## src/fpg_pkg.sv

```systemverilog
package fpg_pkg;
  localparam int fpg_cnt_width = 8;
  localparam int fpg_psc_width = 7;
  localparam logic [7:0] fpg_prescale_offset = 8'h00;
  localparam logic [7:0] fpg_duty_offset = 8'h01;
  localparam logic [7:0] fpg_ctrl_offset = 8'h02;
  localparam logic [7:0] fpg_status_offset = 8'h03;
  localparam int fpg_clk_sel_bit = 7;
  localparam int fpg_enable_bit = 0;
  localparam int fpg_invert_bit = 1;
  localparam logic [7:0] fpg_prescale_reset = 8'h00;
  localparam logic [7:0] fpg_duty_reset = 8'hff;
  localparam logic [7:0] fpg_ctrl_reset = 8'h00;
  localparam logic [7:0] fpg_cnt_full = 8'hff;
  localparam logic [6:0] fpg_div_zero = 7'h00;
  localparam logic [7:0] fpg_zero8 = 8'h00;
  localparam int fpg_clk_hz = 20000000;

  typedef struct packed {
    logic [7:0] addr;
    logic [7:0] wdata;
    logic wr;
    logic rd;
  } fpg_bus_req_type;
endpackage

```

## src/fpg_fan_pwm.sv

```systemverilog
// Local design decisions: the placing of the registers and the plain strobed port.
`timescale 1ns/1ns
// Contract
// - 8-bit counter free-runs and wraps; one period is 256 divided clocks.
// - pulse high while counter below duty value, low after.
// - duty zero gives always low; duty ff gives always high.
// - invert bit flips fan pin, giving 256 minus duty high counts, and none at duty ff.
// - counter clock divides selectable 24 MHz or 200 KHz input tick.
// - divide ratio is prescale field plus one; software keeps 1 to 124.
// - output frequency is input clock over ratio times 256.
// - after reset the 24 MHz source is selected.
// - duty updates are accepted while running.
// - prescale bit 7 selects source: 0 is 24 MHz, 1 is 200 KHz.
module fpg_fan_pwm
  import fpg_pkg::*;
#(
  parameter int cnt_width = fpg_cnt_width
) (
  // clock and reset
  input wire logic clk,
  input wire logic rst_n,
  input wire logic clk_en,
  // input clock ticks, each from its own source
  input wire logic tick_fast_pin,
  input wire logic tick_slow_pin,
  // register port
  input wire fpg_bus_req_type bus_req,
  output logic [7:0] rdata,
  // fan output
  output logic fan_drive_pin
);
  logic [7:0] fan_prescale_reg;
  logic [7:0] fan_duty_reg;
  logic [7:0] ctrl;
  logic [2:0] fast_sync;
  logic [2:0] slow_sync;
  logic [fpg_psc_width-1:0] div_cnt;
  logic [cnt_width-1:0] pwm_cnt;
  logic [7:0] next_rdata;
  logic pwm_out;

  // the counter meets byte-wide paths at the read port and the compare
  function automatic logic [7:0] cnt_to_byte(input logic [cnt_width-1:0] cnt);
    cnt_to_byte = 8'(cnt);
  endfunction

  // stage two already holds the new level and stage three not yet; stage one
  // feeds only stage two, so a metastable first stage never reaches the logic
  function automatic logic sync_rise(input logic [2:0] stages);
    sync_rise = stages[1] & ~stages[2];
  endfunction

  // one write strobe aimed at one register offset
  function automatic logic wr_hit(input fpg_bus_req_type req, input logic [7:0] offset);
    wr_hit = req.wr & (req.addr == offset);
  endfunction

  wire fast_rise = sync_rise(fast_sync);
  wire slow_rise = sync_rise(slow_sync);
  wire enabled = ctrl[fpg_enable_bit];
  wire src_tick = fan_prescale_reg[fpg_clk_sel_bit] ? slow_rise : fast_rise;
  wire div_wrap = (div_cnt == fan_prescale_reg[fpg_psc_width-1:0]);
  wire cnt_step = enabled & src_tick & div_wrap;
  wire wr_psc = wr_hit(bus_req, fpg_prescale_offset);
  wire wr_duty = wr_hit(bus_req, fpg_duty_offset);
  wire wr_ctrl = wr_hit(bus_req, fpg_ctrl_offset);

  // full duty holds high through the wrap: 255 of 256 counts would leave a glitch
  assign pwm_out = (fan_duty_reg == fpg_cnt_full) ? 1'b1 :
                   (cnt_to_byte(pwm_cnt) < fan_duty_reg);

  always_comb begin
    if (bus_req.addr == fpg_prescale_offset) begin
      next_rdata = fan_prescale_reg;
    end else if (bus_req.addr == fpg_duty_offset) begin
      next_rdata = fan_duty_reg;
    end else if (bus_req.addr == fpg_ctrl_offset) begin
      next_rdata = ctrl;
    end else if (bus_req.addr == fpg_status_offset) begin
      next_rdata = cnt_to_byte(pwm_cnt);
    end else begin
      next_rdata = fpg_zero8;
    end
  end

  always_ff @(posedge clk or negedge rst_n) begin
    if (!rst_n) begin
      fast_sync <= 3'h0;
      slow_sync <= 3'h0;
    end else if (clk_en) begin
      fast_sync <= {fast_sync[1:0], tick_fast_pin};
      slow_sync <= {slow_sync[1:0], tick_slow_pin};
    end
  end

  // prescale writes are taken at any time; keeping them out of a running
  // generator is left to software, which the hardware does not police
  always_ff @(posedge clk or negedge rst_n) begin
    if (!rst_n) begin
      fan_prescale_reg <= fpg_prescale_reset;
      fan_duty_reg <= fpg_duty_reset;
      ctrl <= fpg_ctrl_reset;
    end else if (clk_en) begin
      if (wr_psc) fan_prescale_reg <= bus_req.wdata;
      if (wr_duty) fan_duty_reg <= bus_req.wdata;
      if (wr_ctrl) ctrl <= bus_req.wdata;
    end
  end

  always_ff @(posedge clk or negedge rst_n) begin
    if (!rst_n) begin
      div_cnt <= fpg_div_zero;
      pwm_cnt <= '0;
    end else if (clk_en) begin
      if (!enabled) begin
        div_cnt <= fpg_div_zero;
        pwm_cnt <= '0;
      end else if (src_tick) begin
        div_cnt <= div_wrap ? fpg_div_zero : div_cnt + 7'h01;
        if (cnt_step) pwm_cnt <= pwm_cnt + 1'b1;
      end
    end
  end

  always_ff @(posedge clk or negedge rst_n) begin
    if (!rst_n) begin
      rdata <= fpg_zero8;
      fan_drive_pin <= 1'b0;
    end else if (clk_en) begin
      rdata <= bus_req.rd ? next_rdata : fpg_zero8;
      fan_drive_pin <= enabled & (pwm_out ^ ctrl[fpg_invert_bit]);
    end
  end
endmodule

```

## config.mk

```make
export PLATFORM = sky130hd
export DESIGN_NAME = fpg_fan_pwm
export DESIGN_NICKNAME = d
export VERILOG_FILES = /design/src/fpg_pkg.sv /design/src/fpg_fan_pwm.sv
export SDC_FILE = /design/constraint.sdc
export NUM_CORES = 1
export LEC_CHECK = 0
export ABC_AREA = 1
export BUFFER_PORTS_ARGS = -buffer_cell sky130_fd_sc_hd__buf_2
export CAP_MARGIN = 20
export CORE_ASPECT_RATIO = 1.2
export CORE_MARGIN = 5
export CORE_UTILIZATION = 62
export CTS_CLUSTER_DIAMETER = 30
export DETAILED_ROUTE_END_ITERATION = 8
export PLACE_DENSITY = 0.94
export REMOVE_ABC_BUFFERS = 1
export SLEW_MARGIN = 20
export SYNTH_ARGS = -nofsm -noshare
export SYNTH_HDL_FRONTEND = slang
export SYNTH_SLANG_ARGS = --single-unit
```

## constraint.sdc

```tcl
create_clock -name clk -period 2.4 [get_ports clk]
set_input_delay 0.36 -clock clk [delete_from_list [all_inputs] [get_ports clk]]
set_output_delay 0.36 -clock clk [all_outputs]
set_load 0.1 [all_outputs]
```

## After elaboration in Yosys (flattened, before gate mapping)

Index checks and enable logic that the tools add are counted.

| word-level totals | value |
|---|---|
| output and inout bits | 9 |
| bits in registers | 54 |

| operators by class | value |
|---|---|
| multiplexer cells | 13 |
| $add $sub $neg | 2 |
| bitwise logic cells | 11 |
| $lt $le $gt $ge | 1 |
| reduce and logical (&&, ||, !) cells | 6 |
| eq/ne operators | 7 |

Operators with widths:

| cell | count |
|---|---|
| 2-to-1 mux 8 bit | 8 |
| 2-to-1 mux 7 bit | 3 |
| equality test 8 x 2 -> 1 bit, second input constant | 2 |
| adder 8 x 1 -> 8 bit, second input constant | 1 |
| AND 1 bit | 8 |
| equality test 8 x 1 -> 1 bit, second input constant | 1 |
| equality test 8 bit, second input constant | 1 |
| zero test 8 bit | 1 |
| < comparator 8 bit | 1 |
| AND reduction 2 bit | 4 |
| adder 7 x 1 -> 7 bit, second input constant | 1 |
| equality test 7 bit | 1 |
| != test 2 x 1 -> 1 bit, second input constant | 2 |
| AND reduction 3 bit | 1 |
| 2-to-1 mux 1 bit | 2 |
| inverter 1 bit | 2 |
| bitwise XOR 1 bit | 1 |

## Depth between registers and ports, before layout

Gate-level depths: netlist of run 1.

| logic depth | value |
|---|---|
| depth after elaboration | 8 |
| gate-level depth with buffers | 12 |

## Worst setup path before layout of run 1

No wires, ideal clock.

| timing path | value |
|---|---|
| path type | reg-to-reg |
| start | register fan_duty_reg[7] |
| end | register fan_drive_pin |
| arrival time | 1.325 ns |
| path buffers | 0 |
| slack | 0.955 ns |
| clock period less this slack | 1.445 ns |
| required time | 2.280 ns |
| setup time | 0.120 ns |
| cell stages (with the launch flop) | 10 |
| cells stage by stage | dfstp_2 -> inv_1 -> ha_1 -> a21oi_1 -> o21a_1 -> nand2_1 -> nand2_1 -> nand2_1 -> nand3_1 -> nand2_1 |

| between the ends | value |
|---|---|
| cells in the longest elaborated chain, start to end | 4 |

RTL lines:

| element | RTL line | RTL |
|---|---|---|
| start: declaration | fpg_fan_pwm.sv:33 | `logic [7:0] fan_duty_reg;` |
| start signal: assignment | fpg_fan_pwm.sv:101 | `fan_duty_reg <= fpg_duty_reset;` |
| start signal: assignment | fpg_fan_pwm.sv:105 | `if (wr_duty) fan_duty_reg <= bus_req.wdata;` |
| < comparator 8 bit or equality test 8 bit (tied branches) | fpg_fan_pwm.sv:70, fpg_fan_pwm.sv:69 |  |
| 2-to-1 mux 1 bit * | fpg_fan_pwm.sv:69 | `assign pwm_out = (fan_duty_reg == fpg_cnt_full) ? 1'b1 :` |
| bitwise XOR 1 bit * | fpg_fan_pwm.sv:131 | `fan_drive_pin <= enabled & (pwm_out ^ ctrl[fpg_invert_bit]);` |
| AND 1 bit * | fpg_fan_pwm.sv:131 |  |
| end signal: assignment | fpg_fan_pwm.sv:131 |  |
| end: declaration | fpg_fan_pwm.sv:30 | `output logic fan_drive_pin` |

Mark *: on every way between the ends. The rest lies on a longest branch, timed or not.
A chain may end at the register's enable or synchronous reset.

## Final worst setup path of run 1

| timing path | value |
|---|---|
| start | register ctrl[0] |
| end | register div_cnt[6] |

| between the ends | value |
|---|---|
| cells in the longest elaborated chain, start to end | 2 |

RTL lines:

| element | RTL line | RTL |
|---|---|---|
| start: declaration | fpg_fan_pwm.sv:34 | `logic [7:0] ctrl;` |
| start signal: assignment | fpg_fan_pwm.sv:102 | `ctrl <= fpg_ctrl_reset;` |
| start signal: assignment | fpg_fan_pwm.sv:106 | `if (wr_ctrl) ctrl <= bus_req.wdata;` |
| != test 2 x 1 -> 1 bit (no source line) | - |  |
| AND reduction 2 bit (no source line) | - |  |
| end signal: assignment | fpg_fan_pwm.sv:112 | `div_cnt <= fpg_div_zero;` |
| end signal: assignment | fpg_fan_pwm.sv:116 | `div_cnt <= fpg_div_zero;` |
| end signal: assignment | fpg_fan_pwm.sv:119 | `div_cnt <= div_wrap ? fpg_div_zero : div_cnt + 7'h01;` |
| end: declaration | fpg_fan_pwm.sv:37 | `logic [fpg_psc_width-1:0] div_cnt;` |

Parallel ways exist; a longest one is shown, timed or not.

==> key figures, run 1 <==
Critical path
  – Reg-to-Reg Start: ctrl[0]
  – Worst Path Arrival: around 1.9 ns
  – Crit end category: register
  – CP startpoint kind: register
  – Crit path from: ctrl[0]
  – Worst Path Max Fanout: 17
  – Crit Path Class: register to register
  – Crit path required time: approximately 2.7 ns

Logic synthesis
  – Async SR Flop Fraction: between 90% and 100%
  – Cell Area, Synth: 0.002992 sq mm
  – Synthesized flop and latch total: 54
  – Syn_area_per_cell: 7.893 sq um
  – Sequential area share after synthesis: between 40% and 50%
  – Synth cell types: 32
  – Yosys warns: 0
  – Area contributors post-synth: dfrtp_1, nand2_1, dfstp_2, inv_1, o21ai_1
  – Synth top area share: slightly below 40%
  – Post-Syn Instances: ~380
  – Post-synth top area cell: dfrtp_1
  – Post-synth EDFFs: 0
  – Main synth FF type: dfrtp_1

Timing
  – Clock skew: roughly 0.0048 ns
  – Slack of the critical path: ~0.74 ns
  – Fin Setup TNS: 0 ns
  – Hold Slack: 0.01647 ns
  – Worst-margin pin slew: 0.4948 ns
  – Unrepaired setup endpoints after global routing: no
  – Fmax achieved: approximately 600 MHz
  – Relative max-transition margin: between 60% and 70%
  – Fin crit share: between 60 and 70%
  – Setup violators final: 0
  – Fin. Hold Viols: 0
  – Final slew viol count: 0
  – Final Critical Period: about 1.7 ns

Worst hold path
  – Min-Delay Path Class: input port to asynchronous set/reset pin

Clock tree
  – Longest Clk Path Bufs: 2
  – Setup bufs post-CTS: 0
  – Clk slew on worst S/H paths: about 0.10 ns
  – CTS tree: yes
  – Clock Latency Late Sink: around 0.32 ns
  – H-tree depth: 2
  – Post-CTS Resized: 0
  – TritonCTS Sinks: 54
  – Hold-fix buffers, CTS: 0
  – CTS buffer count: 5
  – Clk root buf: clkbuf_8

Global routing
  – Initial antenna violation count: 0
  – Grt ovf: 0
  – Number of global-route vias before repair: roughly 2600
  – Wire length of the first global-routing pass: 12.05 mm
  – Largest net degree at the start of global routing: 55
  – Total track usage: between 20% and 30%

Status
  – Status: finished, final reports clean

Placed design
  – Global placement routability congestion: a little under 1
  – Setup WS pre-CTS: 0.7337 ns
  – Post-DP HPWL: roughly 5.2 mm
  – Port bufs: 31

Layout
  – Most common cell after layout, fill and taps aside: nand2_1
  – Fillers: about 360
  – Nets: about 440
  – Most frequent cells in the layout: nand2_1, dfrtp_1, inv_1
  – Number of diodes: 0
  – FF/Latch Area: roughly 0.0014 sq mm
  – P&R area growth vs syn: 9.954%
  – Multi-input combinational cell area: 0.001395 sq mm
  – Layout cells sized above 1: 18.73%

Route
  – Routed WL: 7.202 mm
  – Iteration-0 DRC count of the detailed router: 220
  – Drt first pass iters: 5
  – DRC violations left: 0
  – Post-detailed-route count of antenna-violating nets: 0
  – Drt via density: 5.738
  – Wire per inst: around 15 um
  – Vias: 2691

Flow run
  – Max-cap violations: 0

Pwr
  – Leakage power: ~1.6 nW
  – VDD IR max: 0.3764 mV
  – Pwr Density: 519.5 mW/mm^2

Die
  – Die width: 73.41 um
  – Site row count: 27
  – Total core area: about 0.0046 sq mm
  – Chip Height: roughly 86 um
  – DIE AREA: 0.006320 sq mm
  – Starting Density: between 60% and 70%
  – # IOs: 32
-- layer usage --
layer / global-route usage, % / vias to the layer above / routed length (um)
met3: 4.572 / 37 / 489
met5: 0 / - / 0
met2: 40.20 / 123 / 3566
li1: - / 1267 / -
met1: 29.49 / 1264 / 2763
met4: 15.16 / 0 / 382
-- synthesized netlist by cell type, types with 2 or more instances --
master,instances
a21oi_1,4
a22oi_1,3
buf_2,2
buf_6,3
clkbuf_1,2
dfrtp_1,46
dfstp_2,8
ha_1,9
inv_1,43
inv_2,4
nand2_1,112
nand2_2,5
nand3_1,13
nand3_2,2
nor2_1,30
nor2_2,2
nor3_1,4
nor3_4,2
o21ai_0,22
o21ai_1,30
o21ai_2,9
or2_2,3
xnor2_1,3
xor2_1,10
-- critical path: stages (launching register included) --
cell,delay [ns]
dfrtp_1,0.59
inv_2,0.13
o21ai_2,0.27
inv_2,0.14
nand2_2,0.28
nand2_1,0.09
nor2_1,0.10
-- power breakdown --
part	total (mW)	switching [mW]	internal [mW]	leakage, nW
sequential	0.953	0.0181	0.935	0.714
clock	0.608	0.300	0.307	0.0579
combinational	0.148	0.101	0.0466	0.869
total	1.71	0.420	1.29	1.64
-- final cells by class --
class / count / share of cell area (%)
inverter: 47 / 5.363
timing repair buffer: 32 / 5.325
sequential: 54 / 41.38
clock buffer: 5 / 2.092
tap: 58 / 2.206
clock inverter: 3 / 1.217
multi-input combinational: 270 / 42.41
-- worst paths after layout --
check / depth (start not counted) / slack, ns / end
max: 6 / 0.74 / div_cnt[6]
min: 2 / 0.02 / ctrl[2]
max reg2reg: 6 / 0.74 / div_cnt[6]
min reg2reg: 2 / 0.48 / fan_duty_reg[2]
max in group asynchronous: 2 / 2.10 / fan_duty_reg[6]
min in group clk: 3 / 0.25 / slow_sync[0]
-- kinds of logic after synthesis --
family                   Yosys count  synth area share (%)
AND/OR/NAND/NOR                  177                 25.64
AO/OA/AOI/OAI                     71                 13.43
buffers and inverters             55                 7.863
flip-flops                        54                 45.50
XOR/XNOR                          13                 3.806
adder cells (fa/ha/maj)            9                 3.764
-- metrics by stage --
stage / cells / utilization (%) / total power [mW] / area [sq um]
6_report: 469 / 71.07 / 1.709 / 3289
3_3_place_gp: 461 / 68.72 / 1.109 / 3181
2_1_floorplan: 371 / - / 1.046 / 2933
5_1_grt: 469 / 71.07 / 1.762 / 3289
4_1_cts: 469 / 71.07 / 1.704 / 3289
3_5_place_dp: 461 / 68.72 / 1.117 / 3181
No activity file was read; power rests on OpenSTA's default activity.
==> run 2: changes to the inputs <==
--- a/config.mk
+++ b/config.mk
@@ -5,15 +5,15 @@
 export SDC_FILE = /design/constraint.sdc
 export NUM_CORES = 1
 export LEC_CHECK = 0
-export ABC_AREA = 1
+export ABC_AREA = 0
 export BUFFER_PORTS_ARGS = -buffer_cell sky130_fd_sc_hd__buf_2
 export CAP_MARGIN = 20
 export CORE_ASPECT_RATIO = 1.2
 export CORE_MARGIN = 5
-export CORE_UTILIZATION = 62
+export CORE_UTILIZATION = 58
 export CTS_CLUSTER_DIAMETER = 30
 export DETAILED_ROUTE_END_ITERATION = 8
-export PLACE_DENSITY = 0.94
+export PLACE_DENSITY = 0.89
 export REMOVE_ABC_BUFFERS = 1
 export SLEW_MARGIN = 20
 export SYNTH_ARGS = -nofsm -noshare
==> constraint.sdc (replaced) <==
create_clock -name clk -period 1.6 [get_ports clk]
set_input_delay 0.24 -clock clk [delete_from_list [all_inputs] [get_ports clk]]
set_output_delay 0.24 -clock clk [all_outputs]
set_load 0.1 [all_outputs]
==> run 2 against run 1 <==
Effect of this change: the run now ends with setup timing left; via count shrank 1.4%; non-clock buffer count grew 49; cell count shrank 13%; sequential cell count is the same; critical path type unchanged; highest routed layer unchanged.
==> key figures, run 2 <==
Layout
  – P&R area growth vs syn: 34.80% (was 9.954%)
  – Final core occ: 79.09% (was 71.07%)
  – Most common cell after layout, fill and taps aside: dfrtp_1 (was nand2_1)
  – Nets: 377 (was 442)
  – Number of diodes: 0 (unchanged)
  – Layout cells sized above 1: 47.40% (was 18.73%)
  – Most frequent cells in the layout: dfrtp_1, buf_4, buf_2 (was nand2_1, dfrtp_1, inv_1)
  – Cell area after layout: 0.003824 sq mm (was 0.003289 sq mm)

Clock tree
  – CTS tree: yes (unchanged)
  – CTS buffer count: 5 (unchanged)
  – Clk root buf: clkbuf_8 (unchanged)
  – Clock Latency Late Sink: 0.32 ns (about the same)
  – H-tree depth: 2 (unchanged)
  – Clk slew on worst S/H paths: 0.11 ns (was 0.10 ns)
  – Longest Clk Path Bufs: 2 (unchanged)
  – TritonCTS Sinks: 54 (unchanged)

Logic synthesis
  – Yosys warns: 0 (unchanged)
  – Synth top area share: 40.58% (was 38.48%)
  – Synth cell types: 41 (was 32)
  – Main synth FF type: dfrtp_1 (unchanged)
  – Synthesized flop and latch total: 54 (unchanged)
  – Area contributors post-synth: dfrtp_1, mux2_2, dfstp_2, mux2i_1, ha_1 (was dfrtp_1, nand2_1, dfstp_2, inv_1, o21ai_1)
  – Post-synth EDFFs: 0 (unchanged)
  – Post-synth top area cell: dfrtp_1 (unchanged)
  – Async SR Flop Fraction: 100.0% (unchanged)
  – Sequential area share after synthesis: 47.99% (was 45.50%)
  – Most common cell in the synthesized netlist: dfrtp_1 (was nand2_1)
  – Post-Syn Instances: 266 (was 379)
  – Syn_area_per_cell: 10.66 sq um (was 7.893 sq um)
  – Commonest cells in the netlist: dfrtp_1, mux2_2, nor2_1, inv_1, nand2_1 (was nand2_1, dfrtp_1, inv_1, nor2_1, o21ai_1)
  – Cell Area, Synth: 0.002836 sq mm (was 0.002992 sq mm)

Placed design
  – Placed inst area: 0.003392 sq mm (was 0.003181 sq mm)
  – Global placement routability congestion: 0.8606 (was 0.9811)
  – Post-DP HPWL: 5.265 mm (was 5.233 mm)
  – Port bufs: 31 (unchanged)

Timing
  – Fin crit share: 124.5% (was 69.25%)
  – Slack of the critical path: -0.3915 ns (was 0.7379 ns)
  – Worst-margin pin slew: 0.5814 ns (was 0.4948 ns)
  – Relative max-transition margin: 60.83% (was 66.76%)
  – Final Critical Period: 1.992 ns (was 1.662 ns)
  – Final slew viol count: 0 (unchanged)
  – Clock skew: 0.007662 ns (was 0.004850 ns)
  – Fmax achieved: 502.1 MHz (was 601.7 MHz)
  – Unrepaired setup endpoints after global routing: yes (was no)
  – Setup violators final: 24 (was 0)
  – Fin. Hold Viols: 0 (unchanged)

Global routing
  – Grt ovf: 0 (unchanged)
  – Initial antenna violation count: 0 (unchanged)
  – Number of global-route vias before repair: 2805 (was 2646)
  – Largest net degree at the start of global routing: 39 (was 55)
  – Total track usage: 32.59% (was 24.58%)
  – Wire length of the first global-routing pass: 15.12 mm (was 12.05 mm)

Route
  – Post-detailed-route count of antenna-violating nets: 0 (unchanged)
  – Vias: 2654 (was 2691)
  – Iteration-0 DRC count of the detailed router: 252 (was 220)
  – Drt first pass iters: 6 (was 5)
  – Drt via density: 6.537 (was 5.738)
  – DRC violations left: 0 (unchanged)
  – Routed WL: 9.717 mm (was 7.202 mm)
  – Wire per inst: 23.93 um (was 15.36 um)

Die
  – Chip Height: 86.61 um (was 86.10 um)
  – Die width: 73.84 um (was 73.41 um)
  – DIE AREA: 0.006395 sq mm (was 0.006320 sq mm)
  – # IOs: 32 (unchanged)
  – Starting Density: 58.67% (was 64.64%)
  – Total core area: 0.004835 sq mm (was 0.004628 sq mm)
  – Site row count: 28 (was 27)

Flow run
  – Max-cap violations: 0 (unchanged)

Status
  – Failing checks: setup timing
  – Status: finished with violations (was finished, final reports clean)

Critical path
  – Crit path required time: 1.83 ns (was 2.66 ns)
  – CP max stage delay: 0.42 ns (was 0.59 ns)
  – CP max stage cell: or3b_4 (was dfrtp_1)
  – Crit end category: register (unchanged)
  – CP startpoint kind: register (unchanged)
  – Crit Path Class: register to register (unchanged)
  – Worst Path Max Fanout: 5 (was 17)
  – Critical-path cell list: or3b_4, and2_4, o41ai_4, buf_4, nand4_1, mux2i_1 (was inv_2, o21ai_2, inv_2, nand2_2, nand2_1, nor2_1)
  – Worst R2R Path Depth: 6 (unchanged)
  – Worst Path Arrival: 2.22 ns (was 1.92 ns)

Pwr
  – Leakage power: 1.792 nW (was 1.641 nW)
  – VDD IR max: 0.6671 mV (was 0.3764 mV)
  – Pwr Density: 739.0 mW/mm^2 (was 519.5 mW/mm^2)

Worst hold path
  – Min-Delay Path Class: input port to register (was input port to asynchronous set/reset pin)
  – Worst hold stages: 2
-- run 2: cell types whose count changed in the layout (fill, tap and decap cells not counted), moves of 13 or more --
cell / delta
mux2_2: +13
buf_4: +41
o21ai_1: -27
nand2_1: -98
mux2_4: +17
inv_1: -28
-- run 2: layer usage --
metal / track usage, % / wire (um) / vias to the layer above
met2: 52.82 / 4686 / 197
met5: 0 / 0 / -
met1: 38.09 / 3430 / 1281
li1: - / - / 1103
met3: 5.220 / 743 / 73
met4: 24.55 / 856 / 0
-- run 2: timing repair --
item / CTS / global route
pin swaps: 25 / 11
setup endpoints to repair: 34 / 48
gates cloned: 1 / 0
gates resized for setup: 58 / 12
hold buffers: 1 / 0
buffers inserted: 2 / 3
endpoints found under the hold margin: 8 / 0
-- run 2: area by class of cell --
type	instances	area [sq um]
clock buffer	5	68.82
timing repair buffer	81	593.1
fill	238	1011
multi-input combinational	183	1603
inverter	20	75.07
sequential	54	1361
tap	60	75.07
clock inverter	3	47.55
-- run 2: power breakdown --
group          switching (mW)  leakage [nW]  internal, mW
logic                   0.216          1.02         0.183
clock network           0.504        0.0587         0.476
registers              0.0374         0.710          1.41
total                   0.758          1.79          2.07
-- run 2: kinds of logic after synthesis --
family | Yosys count | share of synthesized area (%)
simple gates | 74 | 13.32
flops | 54 | 47.99
compound gates | 47 | 11.21
mux | 42 | 16.14
buf+inv | 29 | 3.970
xor+xnor | 11 | 3.396
fa+ha+maj | 9 | 3.970
-- run 2: worst paths after layout --
| check | end | slack (ns) | from |
|---|---|---|---|
| max in group asynchronous | div_cnt[3] | 0.67 | rst_n |
| max reg2reg | pwm_cnt[7] | -0.39 | fast_sync[2] |
| min reg2reg | slow_sync[1] | 0.53 | slow_sync[0] |
| min in group asynchronous | pwm_cnt[2] | 0.40 | rst_n |
| min | fast_sync[0] | 0.14 | tick_fast_pin |
| max | pwm_cnt[7] | -0.39 | fast_sync[2] |
-- run 2: critical path: cells and delay by family, from the launching register on --
family | cells | cell delay, ns
DFF | 1 | 0.41
muxes | 1 | 0.23
AOI/OAI and AO/OA | 1 | 0.38
buffers and inverters | 1 | 0.20
and+or+nand+nor | 3 | 0.68
-- run 2: through the flow --
stage | hold WS, ns | instances | worst slack, ns | TNS [ns] | power [mW]
detailed placement | 0.1936 | 393 | -0.4472 | -15.21 | 1.769
finish | 0.1436 | 406 | -0.3915 | -4.458 | 2.826
CTS | 0.1389 | 405 | -0.3831 | -4.786 | 2.777
floorplan | -0.05559 | 257 | -0.5265 | -10.89 | 1.591
global placement | 0.1888 | 393 | -0.3350 | -11.61 | 1.752
global route | 0.1428 | 406 | -0.4560 | -5.691 | 2.913
